<file path="config.mk">
export PLATFORM = sky130hd
export DESIGN_NAME = pls_synth_ctrl
export DESIGN_NICKNAME = d
export VERILOG_FILES = /design/src/hdl/pls_synth_ctrl.v
export VERILOG_INCLUDE_DIRS = /design/src /design/src/shared
export SDC_FILE = /design/constraint.sdc
export NUM_CORES = 1
export LEC_CHECK = 0
export BUFFER_PORTS_ARGS = -buffer_cell sky130_fd_sc_hd__buf_2
export CAP_MARGIN = 25
export CORE_ASPECT_RATIO = 2
export CORE_MARGIN = 10
export CORE_UTILIZATION = 50
export DETAILED_ROUTE_END_ITERATION = 12
export PLACE_DENSITY = 0.71
export SLEW_MARGIN = 20
export SYNTH_ARGS = -nofsm -noshare
export SYNTH_HDL_FRONTEND = slang
export SYNTH_SLANG_ARGS = --single-unit
</file>
<file path="constraint.sdc">
create_clock -name clk -period 3.7 [get_ports clk]
set_clock_uncertainty 0.05 [all_clocks]
set_input_delay 0.37 -clock clk [delete_from_list [all_inputs] [get_ports clk]]
set_output_delay 0.37 -clock clk [all_outputs]
set_load 0.005 [all_outputs]
</file>
<file path="src/shared/pls_synth_map.vh">
`ifndef PLS_SYNTH_MAP_VH
`define PLS_SYNTH_MAP_VH

// Serial word and mode addresses, address bits taken first bit in as LSB.
`define PLS_ADDR_IN1 8'h28
`define PLS_ADDR_IN2 8'h29
`define PLS_ADDR_OUT 8'h2a
`define PLS_WORD_BITS 5'h18

// First word fields.
`define PLS_W1_DIV_MSB 15
`define PLS_W1_SNS 16
`define PLS_W1_DVS 17
`define PLS_W1_CTE 18
`define PLS_W1_XS 19
`define PLS_W1_REF_LSB 20

// Second word fields.
`define PLS_W2_IODIR_LSB 0
`define PLS_W2_PORT_LSB 2
`define PLS_W2_DOC_LSB 8
`define PLS_W2_UL_LSB 11
`define PLS_W2_DZ_LSB 13
`define PLS_W2_GT_LSB 15

// Reset values.
`define PLS_RST_DIVISOR 16'h0110
`define PLS_RST_REF 4'hf
`define PLS_RST_DOC 3'h0

// Output pin functions.
`define PLS_DOC_UNLOCK 3'h1
`define PLS_DOC_DONE 3'h2
`define PLS_DOC_IO1 3'h5
`define PLS_DOC_IO2 3'h6

// Timing in milliseconds, reference period in clock cycles, and clock rate.
`define PLS_CLK_HZ 40000000
`define PLS_GATE_MS_0 7'h04
`define PLS_GATE_MS_1 7'h08
`define PLS_GATE_MS_2 7'h20
`define PLS_GATE_MS_3 7'h40
`define PLS_WAIT_MS_SHORT 7'h04
`define PLS_WAIT_MS_LONG 7'h08
`define PLS_REF_CYCLES 400

`endif

</file>
<file path="src/hdl/pls_synth_ctrl.v">
`include "pls_synth_map.vh"

module pls_synth_ctrl #(
	parameter CLK_PER_MS = `PLS_CLK_HZ / 1000,
	parameter REF_CYCLES = `PLS_REF_CYCLES
) (
	input wire clk,
	input wire rst_n,
	input wire chipSelect,
	input wire serial_clock_pin,
	input wire serialDataIn,
	input wire fm_divider_input,
	input wire am_divider_input,
	input wire if_count_input,
	input wire ioPin1,
	input wire ioPin2,
	input wire phaseErrorWide,
	output reg dataOut,
	output reg dataOutOe,
	output reg dividerPulse,
	output reg refTick,
	output reg [3:0] ref_freq_select,
	output reg crystalSelect,
	output reg [1:0] ioDirection,
	output reg [5:0] portData,
	output reg [1:0] deadZoneMode,
	output reg chargePumpOnOn,
	output reg lockedNow,
	output reg countDone
);

// ----------------------------------------------------------------
// Pin synchronisers
// ----------------------------------------------------------------
// A pin level changes only once the second and third stages agree.
reg [8:0] sync1;
reg [8:0] sync2;
reg [8:0] sync3;
reg [8:0] pinLvl;
reg [8:0] pinPrev;
wire [8:0] pinRise = pinLvl & ~pinPrev;
wire [8:0] pinFall = ~pinLvl & pinPrev;

always @(posedge clk) begin
	if (!rst_n) begin
		sync1 <= 9'h000;
		sync2 <= 9'h000;
		sync3 <= 9'h000;
		pinLvl <= 9'h000;
		pinPrev <= 9'h000;
	end else begin
		sync1 <= {phaseErrorWide, ioPin2, ioPin1, if_count_input, am_divider_input,
			fm_divider_input, serialDataIn, serial_clock_pin, chipSelect};
		sync2 <= sync1;
		sync3 <= sync2;
		pinLvl <= (sync2 & sync3) | (pinLvl & (sync2 ^ sync3));
		pinPrev <= pinLvl;
	end
end

wire ceRise = pinRise[0];
wire ceFall = pinFall[0];
wire ceHigh = pinLvl[0];
wire clRise = pinRise[1];
wire clFall = pinFall[1];
wire diLvl = pinLvl[2];

// ----------------------------------------------------------------
// Serial receive and active latches
// ----------------------------------------------------------------
localparam MD_NONE = 2'd0;
localparam MD_IN1 = 2'd1;
localparam MD_IN2 = 2'd2;
localparam MD_OUT = 2'd3;

reg [7:0] addrShift;
reg [1:0] mode;
reg [23:0] inShift;
reg [4:0] bitCnt;
reg [23:0] outShift;
reg [15:0] divisor_bits;
reg divider_input_select;
reg am_speed_select;
reg if_count_run;
reg [2:0] out_pin_function_sel;
reg [1:0] unlockDetWidth;
reg [1:0] gateSel;
reg unlockSticky;
reg unlockEval;
reg [19:0] if_count_value;
reg [1:0] next_mode;

always @* begin
	case (addrShift)
		`PLS_ADDR_IN1: next_mode = MD_IN1;
		`PLS_ADDR_IN2: next_mode = MD_IN2;
		`PLS_ADDR_OUT: next_mode = MD_OUT;
		default: next_mode = MD_NONE;
	endcase
end

// Stopped detection reads as locked.
wire unlock_flag = ~(unlockSticky & (unlockDetWidth != 2'b00));
wire wordFull = (bitCnt == `PLS_WORD_BITS);

always @(posedge clk) begin
	if (!rst_n) begin
		addrShift <= 8'h00;
		mode <= MD_NONE;
		inShift <= 24'h000000;
		bitCnt <= 5'h00;
		outShift <= 24'h000000;
		divisor_bits <= `PLS_RST_DIVISOR;
		divider_input_select <= 1'b0;
		am_speed_select <= 1'b0;
		if_count_run <= 1'b0;
		crystalSelect <= 1'b0;
		ref_freq_select <= `PLS_RST_REF;
		ioDirection <= 2'b00;
		portData <= 6'h00;
		out_pin_function_sel <= `PLS_RST_DOC;
		unlockDetWidth <= 2'b00;
		deadZoneMode <= 2'b00;
		chargePumpOnOn <= 1'b1;
		gateSel <= 2'b00;
	end else begin
		if (!ceHigh && clRise) begin
			addrShift <= {diLvl, addrShift[7:1]};
		end
		if (ceRise) begin
			mode <= next_mode;
			bitCnt <= 5'h00;
			// Output word, first bit out is the top: I2, I1, flag, spare, count.
			outShift <= {pinLvl[7], pinLvl[6], unlock_flag, 1'b0, if_count_value};
		end else if (ceHigh && clRise && (mode == MD_IN1 || mode == MD_IN2)) begin
			inShift <= {diLvl, inShift[23:1]};
			if (!wordFull) begin
				bitCnt <= bitCnt + 5'd1;
			end
		end else if (ceHigh && clFall && mode == MD_OUT) begin
			// Each clock moves one bit; clocks past the word return zero.
			outShift <= {outShift[22:0], 1'b0};
		end
		if (ceFall) begin
			mode <= MD_NONE;
			if (mode == MD_IN1 && wordFull) begin
				divisor_bits <= inShift[`PLS_W1_DIV_MSB:0];
				am_speed_select <= inShift[`PLS_W1_SNS];
				divider_input_select <= inShift[`PLS_W1_DVS];
				if_count_run <= inShift[`PLS_W1_CTE];
				crystalSelect <= inShift[`PLS_W1_XS];
				ref_freq_select <= inShift[`PLS_W1_REF_LSB +: 4];
			end
			if (mode == MD_IN2 && wordFull) begin
				ioDirection <= inShift[`PLS_W2_IODIR_LSB +: 2];
				portData <= inShift[`PLS_W2_PORT_LSB +: 6];
				out_pin_function_sel <= inShift[`PLS_W2_DOC_LSB +: 3];
				unlockDetWidth <= inShift[`PLS_W2_UL_LSB +: 2];
				deadZoneMode <= inShift[`PLS_W2_DZ_LSB +: 2];
				chargePumpOnOn <= ~inShift[`PLS_W2_DZ_LSB + 1];
				gateSel <= inShift[`PLS_W2_GT_LSB +: 2];
			end
		end
	end
end

// ----------------------------------------------------------------
// Programmable divider
// ----------------------------------------------------------------
reg prescale;
reg [15:0] divCnt;
// Slow AM mode drops the four low bits of the divisor.
wire [15:0] divLoad = (divider_input_select | am_speed_select) ? divisor_bits :
	{4'h0, divisor_bits[15:4]};
wire divEvt = divider_input_select ? (pinRise[3] & prescale) : pinRise[4];

always @(posedge clk) begin
	if (!rst_n) begin
		prescale <= 1'b0;
		divCnt <= 16'h0000;
		dividerPulse <= 1'b0;
	end else begin
		if (pinRise[3]) begin
			prescale <= ~prescale;
		end
		dividerPulse <= 1'b0;
		if (divEvt) begin
			if (divCnt <= 16'h0001) begin
				divCnt <= divLoad;
				dividerPulse <= 1'b1;
			end else begin
				divCnt <= divCnt - 16'h0001;
			end
		end
	end
end

// ----------------------------------------------------------------
// IF counter
// ----------------------------------------------------------------
localparam IF_IDLE = 2'd0;
localparam IF_WAIT = 2'd1;
localparam IF_GATE = 2'd2;
localparam IF_DONE = 2'd3;

function [21:0] msToCycles;
	input [6:0] ms;
	reg [31:0] full;
	begin
		full = ms * CLK_PER_MS;
		msToCycles = full[21:0];
	end
endfunction

reg [1:0] ifState;
reg [21:0] ifTimer;
reg runPrev;
wire [6:0] gateMs = (gateSel == 2'd0) ? `PLS_GATE_MS_0 : (gateSel == 2'd1) ? `PLS_GATE_MS_1 :
	(gateSel == 2'd2) ? `PLS_GATE_MS_2 : `PLS_GATE_MS_3;
wire [6:0] waitMs = gateSel[1] ? `PLS_WAIT_MS_LONG : `PLS_WAIT_MS_SHORT;

always @(posedge clk) begin
	if (!rst_n) begin
		ifState <= IF_IDLE;
		ifTimer <= 22'h000000;
		runPrev <= 1'b0;
		if_count_value <= 20'h00000;
		countDone <= 1'b0;
	end else begin
		runPrev <= if_count_run;
		if (!if_count_run) begin
			ifState <= IF_IDLE;
			if_count_value <= 20'h00000;
			countDone <= 1'b0;
		end else begin
			case (ifState)
				IF_IDLE: begin
					if (!runPrev) begin
						ifState <= IF_WAIT;
						ifTimer <= msToCycles(waitMs);
					end
				end
				IF_WAIT: begin
					if (ifTimer <= 22'h000001) begin
						ifState <= IF_GATE;
						ifTimer <= msToCycles(gateMs);
					end else begin
						ifTimer <= ifTimer - 22'h000001;
					end
				end
				IF_GATE: begin
					if (pinRise[5]) begin
						if_count_value <= if_count_value + 20'h00001;
					end
					if (ifTimer <= 22'h000001) begin
						ifState <= IF_DONE;
						countDone <= 1'b1;
					end else begin
						ifTimer <= ifTimer - 22'h000001;
					end
				end
				default: ifState <= IF_DONE;
			endcase
		end
	end
end

// ----------------------------------------------------------------
// Unlock detection
// ----------------------------------------------------------------
// A phase error seen anywhere in one reference period marks the period
// unlocked, so a decision never comes sooner than one period.
reg [15:0] refCnt;
reg errSeen;

always @(posedge clk) begin
	if (!rst_n) begin
		refCnt <= 16'h0000;
		refTick <= 1'b0;
		errSeen <= 1'b0;
		unlockEval <= 1'b0;
		unlockSticky <= 1'b0;
		lockedNow <= 1'b1;
	end else begin
		refTick <= 1'b0;
		if (refCnt >= REF_CYCLES[15:0] - 16'h0001) begin
			refCnt <= 16'h0000;
			refTick <= 1'b1;
			unlockEval <= errSeen | pinLvl[8];
			lockedNow <= ~(errSeen | pinLvl[8]) | (unlockDetWidth == 2'b00);
			errSeen <= 1'b0;
		end else begin
			refCnt <= refCnt + 16'h0001;
			errSeen <= errSeen | pinLvl[8];
		end
		// A fresh unlock in the clearing cycle still wins.
		if (refTick && unlockEval) begin
			unlockSticky <= 1'b1;
		end else if (ceFall && mode != MD_NONE) begin
			unlockSticky <= 1'b0;
		end
	end
end

// ----------------------------------------------------------------
// Data output pin
// ----------------------------------------------------------------
reg doneShown;
reg next_oe;

always @* begin
	next_oe = 1'b0;
	if (ceHigh) begin
		if (mode == MD_OUT) begin
			next_oe = ~outShift[23];
		end
	end else begin
		case (out_pin_function_sel)
			`PLS_DOC_UNLOCK: next_oe = ~lockedNow;
			`PLS_DOC_DONE: next_oe = doneShown;
			`PLS_DOC_IO1: next_oe = ~pinLvl[6];
			`PLS_DOC_IO2: next_oe = ~pinLvl[7];
			default: next_oe = 1'b0;
		endcase
	end
end

always @(posedge clk) begin
	if (!rst_n) begin
		doneShown <= 1'b0;
		dataOut <= 1'b0;
		dataOutOe <= 1'b0;
	end else begin
		// Shown from completion until the strobe next rises.
		// Completion wins over a clear that falls in the same cycle.
		if (ifState == IF_GATE && ifTimer <= 22'h000001 && if_count_run) begin
			doneShown <= 1'b1;
		end else if (ceRise || (if_count_run && !runPrev)) begin
			doneShown <= 1'b0;
		end
		dataOut <= 1'b0;
		dataOutOe <= next_oe;
	end
end

endmodule

</file>
# Word level (Yosys, flattened, before mapping)
# Index checks and enable logic that the tools add are counted.
# W data, S select, Z words.
# totals
register_bits	234
# classes
n_reduce_logical	40
order_cmp	3
bitwise	25
eq_ne	20
addsub	5
muxes	28
multipliers	2
# op_table
cell	count
$mux W24	3
$mux W22	3
$pmux W22 S3	1
$mux W16	2
$eq A8 B6 Y1 const B	3
$le A22 B1 Y1 const B	1
$sub A22 B1 Y22 const B	1
$mux W7	3
$add A20 B1 Y20 const B	1
$reduce_and A2 Y1	10
$and A9 B9 Y9	2
$add A16 B1 Y16 const B	1
$ge A16 B9 Y1 const B	1
$le A16 B1 Y1 const B	1
$mul A7 B10 Y16 const B	1
$sub A16 B1 Y16 const B	1
$mul A4 B10 Y14 const B	1
$logic_and A1 B1 Y1	12
$not A1 Y1	12
$pmux W2 S3	2
$ne A2 B2 Y1 const B	5
$reduce_bool A2 Y1	5
$mux W1	9
$or A9 B9 Y9	1
other kinds (24)	41

# Longest topological paths before layout
# Gate-level depths: netlist of run 1.
# logic_depth
ltp_word	7
ltp_mapped	10
depth_no_buf	10

# Least setup slack after synthesis of run 1
# No wires, ideal clock.
# synth_timing
kind	reg2reg
from	register ifTimer[2]
to	register ifTimer[13]
setup_ps	70
arrival_ps	2542
period_less_slack_ps	2662
path_buffers	2
path_stages_with_launch	8
required_ps	3580
path_slack_ps	1038
cell_sequence	dfxtp_1 -> buf_6 -> or4_1 -> buf_2 -> or4_4 -> or4b_4 -> a311o_1 -> a21oi_1
# synth_between
elab_chain_len	3
elab_cells_between_ends	7
classes_between	add/sub: 1; order compare: 1; eq/ne: 1; mux: 3; reduce/logical: 1
# synth_rtl
element	line	source
from (decl)	pls_synth_ctrl.v:216	reg [21:0] ifTimer;
from (signal assigned)	pls_synth_ctrl.v:240	ifTimer <= msToCycles(waitMs);
from (signal assigned)	pls_synth_ctrl.v:246	ifTimer <= msToCycles(gateMs);
from (signal assigned)	pls_synth_ctrl.v:248	ifTimer <= ifTimer - 22'h000001;
$sub A22 B1 Y22 or $le A22 B1 Y1 (tied branches)	--	
$mux W22 (tied with other cells)	pls_synth_ctrl.v:255	if (ifTimer <= 22'h000001) begin
$pmux W22 S3 or $reduce_and A4 Y1 (tied branches)	--	
# Several ways; a longest one is shown, not always the timed one. The select of a mux whose other input is x is not followed.
# A chain may end at the register's enable or synchronous reset.

# Worst setup path in the final report of run 1
# layout_timing
from	register ifTimer[2]
to	register ifTimer[1]
# layout_between
elab_chain_len	3
elab_cells_between_ends	5
classes_between	order compare: 1; eq/ne: 1; mux: 2; reduce/logical: 1
# layout_rtl
element	line
$le A22 B1 Y1 *	pls_synth_ctrl.v:244, pls_synth_ctrl.v:255
$mux W22 or $ne A2 B2 Y1 (tied branches)	--
$pmux W22 S3 or $reduce_and A4 Y1 (tied branches)	--
# Mark *: on every way between the ends. The rest lies on a longest branch, timed or not.

==> results of run 1 <==
## power groups by stage
stage	logic, mW	registers (mW)	clock network (mW)
after global routing	0.0969	2.53	2.27
after global placement	0.0835	2.59	0
after floorplan	0.0591	2.59	0
after CTS	0.0880	2.53	2.19
after detailed placement	0.0842	2.59	0
final	0.0872	2.53	2.14
## per-stage QoR
stage,instance area (sq um),util
6_report,11400,0.558
5_1_grt,11400,0.558
4_1_cts,11400,0.558
3_5_place_dp,10700,0.524
3_3_place_gp,10700,0.524
2_1_floorplan,10300,-
## sequential cells by signal (all words and copies together) (netlist names), 3 cells and up
name	flops
ref_freq_select	4
outShift	24
refCnt	16
portData	6
inShift	24
sync1	9
divisor_bits	16
bitCnt	5
ifTimer	22
pinLvl	9
out_pin_function_sel	3
if_count_value	20
pinPrev	5
addrShift	8
sync2	9
divCnt	16
sync3	9
## per-layer routing
layer  track usage  up-vias  wire length [um]
li1              -     4256                 -
met1         0.196     4070              9530
met2         0.347      231             14000
met3        0.0213       83               966
met4         0.116        0              1560
met5             0        -                 0
## path summary, 6_finish.rpt
| check | startpoint | endpoint |
|---|---|---|
| max | ifTimer[2] | ifTimer[1] |
| min | serial_clock_pin | sync1[1] |
| max reg2reg | ifTimer[2] | ifTimer[1] |
| min reg2reg | sync1[4] | sync2[4] |
## cells in the final DEF, fill, tap and decap left out, drive strengths merged, types with 32 or more instances in the layout
cell / Yosys / routed
dfxtp: 233 / 233
nand2: 172 / 172
a21oi: 109 / 109
nor2: 98 / 98
buf: 8 / 51
mux2i: 44 / 44
o21ai: 44 / 44
and2: 39 / 39
nand3: 36 / 36
inv: 32 / 34
ha: 33 / 33
clkbuf: 64 / 32
## logic make-up after synthesis
logic type               after synthesis
XOR/XNOR                              35
buffers and inverters                105
adder cells (fa/ha/maj)               33
flip-flops                           233
AO/OA/AOI/OAI                        265
multiplexers                          45
other                                  1
AND/OR/NAND/NOR                      480
## area by class of cell
cell class / instances / area share
inverter: 33 / 0.0110
clock inverter: 4 / 0.00297
clock buffer: 32 / 0.0551
sequential: 233 / 0.410
timing repair buffer: 55 / 0.0315
multi-input combinational: 867 / 0.460
tap: 266 / 0.0293
## timing repair
item,in CTS,in global routing
gates resized for setup,0,0
endpoints found under the hold margin,4,0
hold buffers,4,0
==> results.txt, run 1 <==
* Count of flip-flops with a built-in enable after synthesis: 0
- Setup Slack @ Placement: 0.710 ns
* Post-route antenna net violation count: 0
- Worst-margin pin slew: 0.978 ns
* Largest area contributor in the netlist: dfxtp_1
- Tightest slew margin relative to the limit: 0.345
- Hold Slack: 0.0163 ns
* Kind of end point of the critical path: flop
- Antenna violations before repair: 0
* Largest stage delay on the critical path: 0.71 ns
- Number of fill cells in the layout: 1946
- Measured in cells, the most critical reg-to-reg path has a length of 5.
- For this run, the register share of the synthesized area comes to 0.454.
- After clock tree synthesis, the clock-pin slew on the worst setup and hold paths is 0.07 ns.
* Fraction of power consumed by combinational cells: 0.018
* Part of the cycle the worst path needs: 0.820
* TritonRoute pass-1 iters: 5
- The wire-length estimate of the detail-placed layout is 18100 um.
- Setup repair after global routing missed its margin: no
- Number of flip-flops and latches in the synthesized netlist: 233
- Net switching power of the design: 1.03 mW
- Number of instances on the worst hold path: 2
- The worst setup path is launched from a flop.
* Starting Density: 0.505
- Mux contribution to synthesized area: 0.0439
- Yosys printed 0 warnings.
- The setup path with the least slack is of type flop to flop.
- Mean area per synthesized cell: 8.59 sq um
* PnR worst setup slack: 0.666 ns
- Leading cell types by total area after synthesis: dfxtp_1 45%, nand2_1 6.3%, a21oi_1 5.3%
- Post-Synth Simple-Gate Area: 0.226
* GR Util All Layers: 0.189
- Register-to-register setup slack: 0.67 ns
- The analysis attributes to cell leakage a power of 4.45 nW.
- By instance count, the leading cell after synthesis is dfxtp_1.
* Number of global-route vias before repair: 8434
- In this run the number of H-tree levels came out at 1.
- Cell internal power was estimated by the tool at 3.73 mW.
- Arithmetic-cell share of the synthesized area counting full adders, half adders and majority gates: 0.0402
* First-pass GRT wire length: 42400 um
* Area of the die: 27000 sq um
- Max IR drop VDD: 0.000455 V
- Sink count of the clock tree: 233
- Aggregate negative setup slack: 0 ns
- Summing over every cut layer, the via total after detailed routing is 8640.
- The number of failing hold endpoints at the final stage is 0.
* Top cell type's share of synthesized area: 0.454
- The count of buffers added on input and output ports is 31.
* DRC violation count after routing: 0
- Diode insertion count for antenna repair: 0
* Die boundary width: 121 um
* Most frequent cells after synthesis: 233 x dfxtp_1, 172 x nand2_1, 109 x a21oi_1
* Layout Area Growth over Synthesis: 10.7%
- Power spread over the standard cell area amounts to 418 nW/um^2.
* Parity-gate share of the synthesized area counting xor and xnor cells: 0.0298
* Post-CTS setup buffer count: 0
- Bufs on Longest Clock Path: 3
- Arrival @ worst endpoint: 3.34 ns
* Minimum period implied by the final worst setup slack: 3.03 ns
- The area fraction in compound gates after synthesis was 0.166.
* Clock latency reported for the late side of the worst-skew pair: 0.52 ns
* Cell at the slowest stage of the critical path: o311ai_2
* Area of the placeable core: 20400 sq um
* Main flop type after synthesis: dfxtp_1
- Fraction of layout instances using a drive strength above 1: 0.0850
* Number of non-filler instances in the completed layout: 1490
- The signal on the critical path passes through or4_1, nor4_1, a21boi_0, o311ai_2, a211oi_1.
* Gate count of the mapped netlist: 1197
* Distinct cells, synth: 75
- Setup violations remaining at the end of the flow were counted as 0.
- First-iteration detailed-routing DRC count: 481
* Combinational family with the most area after synthesis: simple AND/OR/NAND/NOR gates
* Number of max-cap violations: 0
- The final layout contains routed wiring with a total length of 26000 um.
- Number of cells on the critical path: 5
- Maximum fanout along the worst path: 9
* Footprint of the multi-input gates: 5230 sq um
- CTS tree: yes
* Bufs and invs on worst path: 0
* Clock Tree Root: clkbuf_16
- Maximum number of pins on one net before global-route repair: 73
- Ratio of routed vias to standard cells: 5.80
- Run status: finished clean
- The congestion estimate from routability-driven global placement came to 0.945.
* Area of the mapped netlist: 10300 sq um
* Die extent in y: 223 um
- Std cell rows: 74
- TritonCTS created 21 clock buffers.
- STA puts the critical path data required time at 4.01 ns.
- Overall power: 4.76 mW
- For this design the top-level I/O count stands at 33.
- Worst Hold Class: input port to flop
- The count of final max-slew check failures was 0.
- The total overflow left after global routing is 0.
- Top achievable clock speed: 0.330 GHz
- The net count of the finished layout is 1255.
- Of the total power, the clock network draws 0.449.
- The share of total power dissipated in sequential elements is 0.533.
* Fraction of synthesis flops using an asynchronous set or reset pin: 0
- Dividing the detail-routed wire length by the instance count gives 17.5 um.
- Of the total power, the share spent switching nets is 0.216.
- Instance count after placement with tap cells included: 1450
- Summing all flip-flop and latch instances after layout gives 4660 sq um.
- CP top delay family: compound AO/OA/AOI/OAI gates
Note: power is estimated with default switching activity, not from simulation.
==> run 2: changes to the inputs <==
==> constraint.sdc (replaced) <==
create_clock -name clk -period 3.2 [get_ports clk]
set_clock_uncertainty 0.05 [all_clocks]
set_input_delay 0.32 -clock clk [delete_from_list [all_inputs] [get_ports clk]]
set_output_delay 0.32 -clock clk [all_outputs]
set_load 0.005 [all_outputs]
==> results.txt, run 2 (synthesized netlist as in run 1, its figures left out) <==
- The run finished with clean final reports.
- End-of-flow core utilization: 0.569 (+0.0104)
- The largest registers in the layout are inShift x24, outShift x24, ifTimer x22.
- Detailed placement HPWL: 18300 um (+1.2%)
- Number of global-route vias before repair: 8601 (+2.0%)
* Antenna violations before repair: 0 (unchanged)
* Number of fill cells in the layout: 1895 (-2.6%)
- The starting density of the core is 0.505 (unchanged).
- The width of the chip was 121 um (unchanged).
* Final global-route overflow total: 0 (unchanged)
- The overall die area is 27000 sq um (unchanged).
- Clock-pin slew of the registers on the worst-case setup and hold paths: 0.07 ns (about the same)
- The chip height came to 223 um (unchanged).
- The clock sink count was 233 (unchanged).
- Kind of start point of the critical path: flop
- Setup repair after global routing missed its margin: no
- The top fanout value on the critical path is 10 (+1).
- The DRC violations left was 0 (unchanged).
- Crit path launch: ifTimer[2]
* CP top delay family: simple AND/OR/NAND/NOR gates
- Minimum period implied by the final worst setup slack: 2.80 ns (-0.232 ns)
- After global routing, the most crowded layer is met2.
- The delay contributed by the slowest stage of the critical path came to 0.73 ns (+0.02 ns).
- Cts bufs inserted: 22 (+4.8%)
- First-pass GRT wire length: 42700 um (+0.83%)
* Layout Area Growth over Synthesis: 12.7%
- Number of vias in the routed layout: 8756 (+1.3%)
- The count of maximum capacitance violations was 0 (unchanged).
* Routing usage on met1: 0.190 (-0.00528)
* Final Wtd Congestion: 0.974 (+3.1%)
- TritonRoute pass-1 iters: 5 (unchanged)
- The critical path data arrival time came to 3.19 ns (-0.15 ns).
- Required time of the critical path: 3.59 ns (-0.42 ns)
- The count of buffers added by post-CTS timing repair for setup came to 0 (unchanged).
- The number of failing hold endpoints at the final stage is 0 (unchanged).
- Global-route track usage on met2: 0.361 (+0.0135)
- The deepest level of the CTS H-tree came to 1 (unchanged).
- The worst-case vdd ir drop was 0.000672 V (+48%).
- The total core area came to 20400 sq um (unchanged).
- The count of final max-slew check failures came to 0 (unchanged).
- Highest-count cells in the layout ignoring fill and taps: 233 x dfxtp_1, 172 x nand2_1, 109 x a21oi_1, 98 x nor2_1, 44 x mux2i_1
* Std cell rows: 74 (unchanged)
* Tightest slew margin relative to the limit: 0.405 (+0.0604)
- In this run the most critical hold path is launched from chipSelect.
- Fin nets: 1275 (+1.6%)
- Final setup violation count: 0 (unchanged)
- The power density of the placed cells is 488 nW/um^2 (+17%).
- The detail-routed via count per cell came to 5.80 (about the same).
* Start of the worst register-to-register path: ifTimer[2]
- The largest individual stage delay along the critical path comes from the cell or4_1.
* Port-buffer cells: 31 (unchanged)
- The count of antenna diodes in the layout is 0 (unchanged).
- The post-route fraction of the period consumed by the critical path is 0.875 (+0.0555).
- Standby leakage power: 4.57 nW (+2.9%)
- The highest clock frequency the design can meet came to 0.357 GHz (+8.3%).
- Worst-margin pin slew: 0.890 ns (-0.0882 ns)
- The storage element area is 4660 sq um (unchanged).
- The global-route usage over all layers is 0.191 (+0.00256).
* Post-route antenna net violation count: 0 (unchanged)
- The number of DRC violations after detailed-routing iteration 0 came to 536 (+11%).
* Bufs on Longest Clock Path: 3 (unchanged)
- The summed negative setup slack over all endpoints was 0 ns (unchanged).
- The wire length after detailed routing is 26200 um (+0.81%).
- Cell seen most often among critical-path stages: or4_1
- DR WL/cell: 17.4 um (-0.53%)
- Count of boundary I/O pins: 33 (unchanged)
- By startpoint and endpoint, the worst setup path is classified as flop to flop.
* Maximum number of pins on one net before global-route repair: 73 (unchanged)
- The multi-input logic area is 5230 sq um (unchanged).
- Leaving out fill and tap cells, the most frequent cell in the layout is dfxtp_1.
* CTS tree: yes
- Clock tree synthesis selected as its root buffer the cell clkbuf_16.
- The sum of buffers and inverters on the critical path was 0 (unchanged).
- Traced cell by cell, the critical path runs through or4_1, or4_1, o311ai_0, o21ai_0, a22oi_1.
- STA classifies the critical path endpoint as a flop.
- Clock latency reported for the late side of the worst-skew pair: 0.52 ns (about the same)
- Fraction of layout instances using a drive strength above 1: 0.0997 (+0.0147)
- The global-route met3 utilization was 0.0239 (+0.00254).
- Worst Hold Class: input port to flop
[run 2: cell count changes in the layout (fill, tap and decap cells not counted)]
cell           delta
buf_4            +15
clkinv_2          +5
clkbuf_1          -4
dlygate4sd3_1     +4
clkbuf_16         +2
bufinv_16         +1
clkbuf_8          -1
clkinv_4          -1
inv_6             -1
[run 2: area by class of cell]
class                           count  area share
Clock buffer                       29      0.0559
Inverter                           33      0.0108
Sequential cell                   233       0.403
Clock inverter                      8     0.00616
Tap cell                          266      0.0287
Multi-Input combinational cell    867       0.452
Timing Repair Buffer               74      0.0441
[run 2: metal layers]
layer | wire (um) | vias to the layer above
li1 | - | 4296
met1 | 9450 | 4166
met2 | 14500 | 210
met3 | 844 | 84
met4 | 1460 | 0
met5 | 0 | -
[run 2: path summary, 6_finish.rpt]
check	endpoint	slack, ns	depth (start not counted)
min reg2reg	sync2[3]	0.38	1
max reg2reg	ifTimer[18]	0.40	5
max	ifTimer[18]	0.40	5
min	sync1[0]	0.03	2
[run 2: power breakdown]
part           leakage [nW]  switching [mW]  internal, mW  total, mW
registers              1.88         0.00873          2.92       2.93
clock network         0.359            1.11          1.50       2.61
logic                  2.33          0.0701        0.0405      0.111
[run 2: metrics by stage]
| stage | instance area, sq um | std cells | setup slack (ns) | hold slack, ns | power (mW) |
|---|---|---|---|---|---|
| after global placement | 10800 | 1465 | 0.478 | 0.365 | 3.10 |
| final | 11600 | 1510 | 0.398 | 0.0266 | 5.65 |
| after global routing | 11600 | 1510 | 0.209 | 0.0273 | 5.83 |
| after detailed placement | 10800 | 1465 | 0.408 | 0.369 | 3.10 |
| after floorplan | 10300 | 1205 | 0.538 | 0.362 | 3.06 |
| after CTS | 11600 | 1510 | 0.413 | 0.0348 | 5.71 |
[run 2: worst reg2reg max path, delay by kind of cell (launching register included)]
family | cells | cell delay [ns]
simple gates | 2 | 1.42
compound gates | 3 | 0.88
flops | 1 | 0.37
[run 2: timing repair]
item	in CTS	in global routing
resized for setup	0	0
hold buffers	8	0
endpoints found under the hold margin	8	0
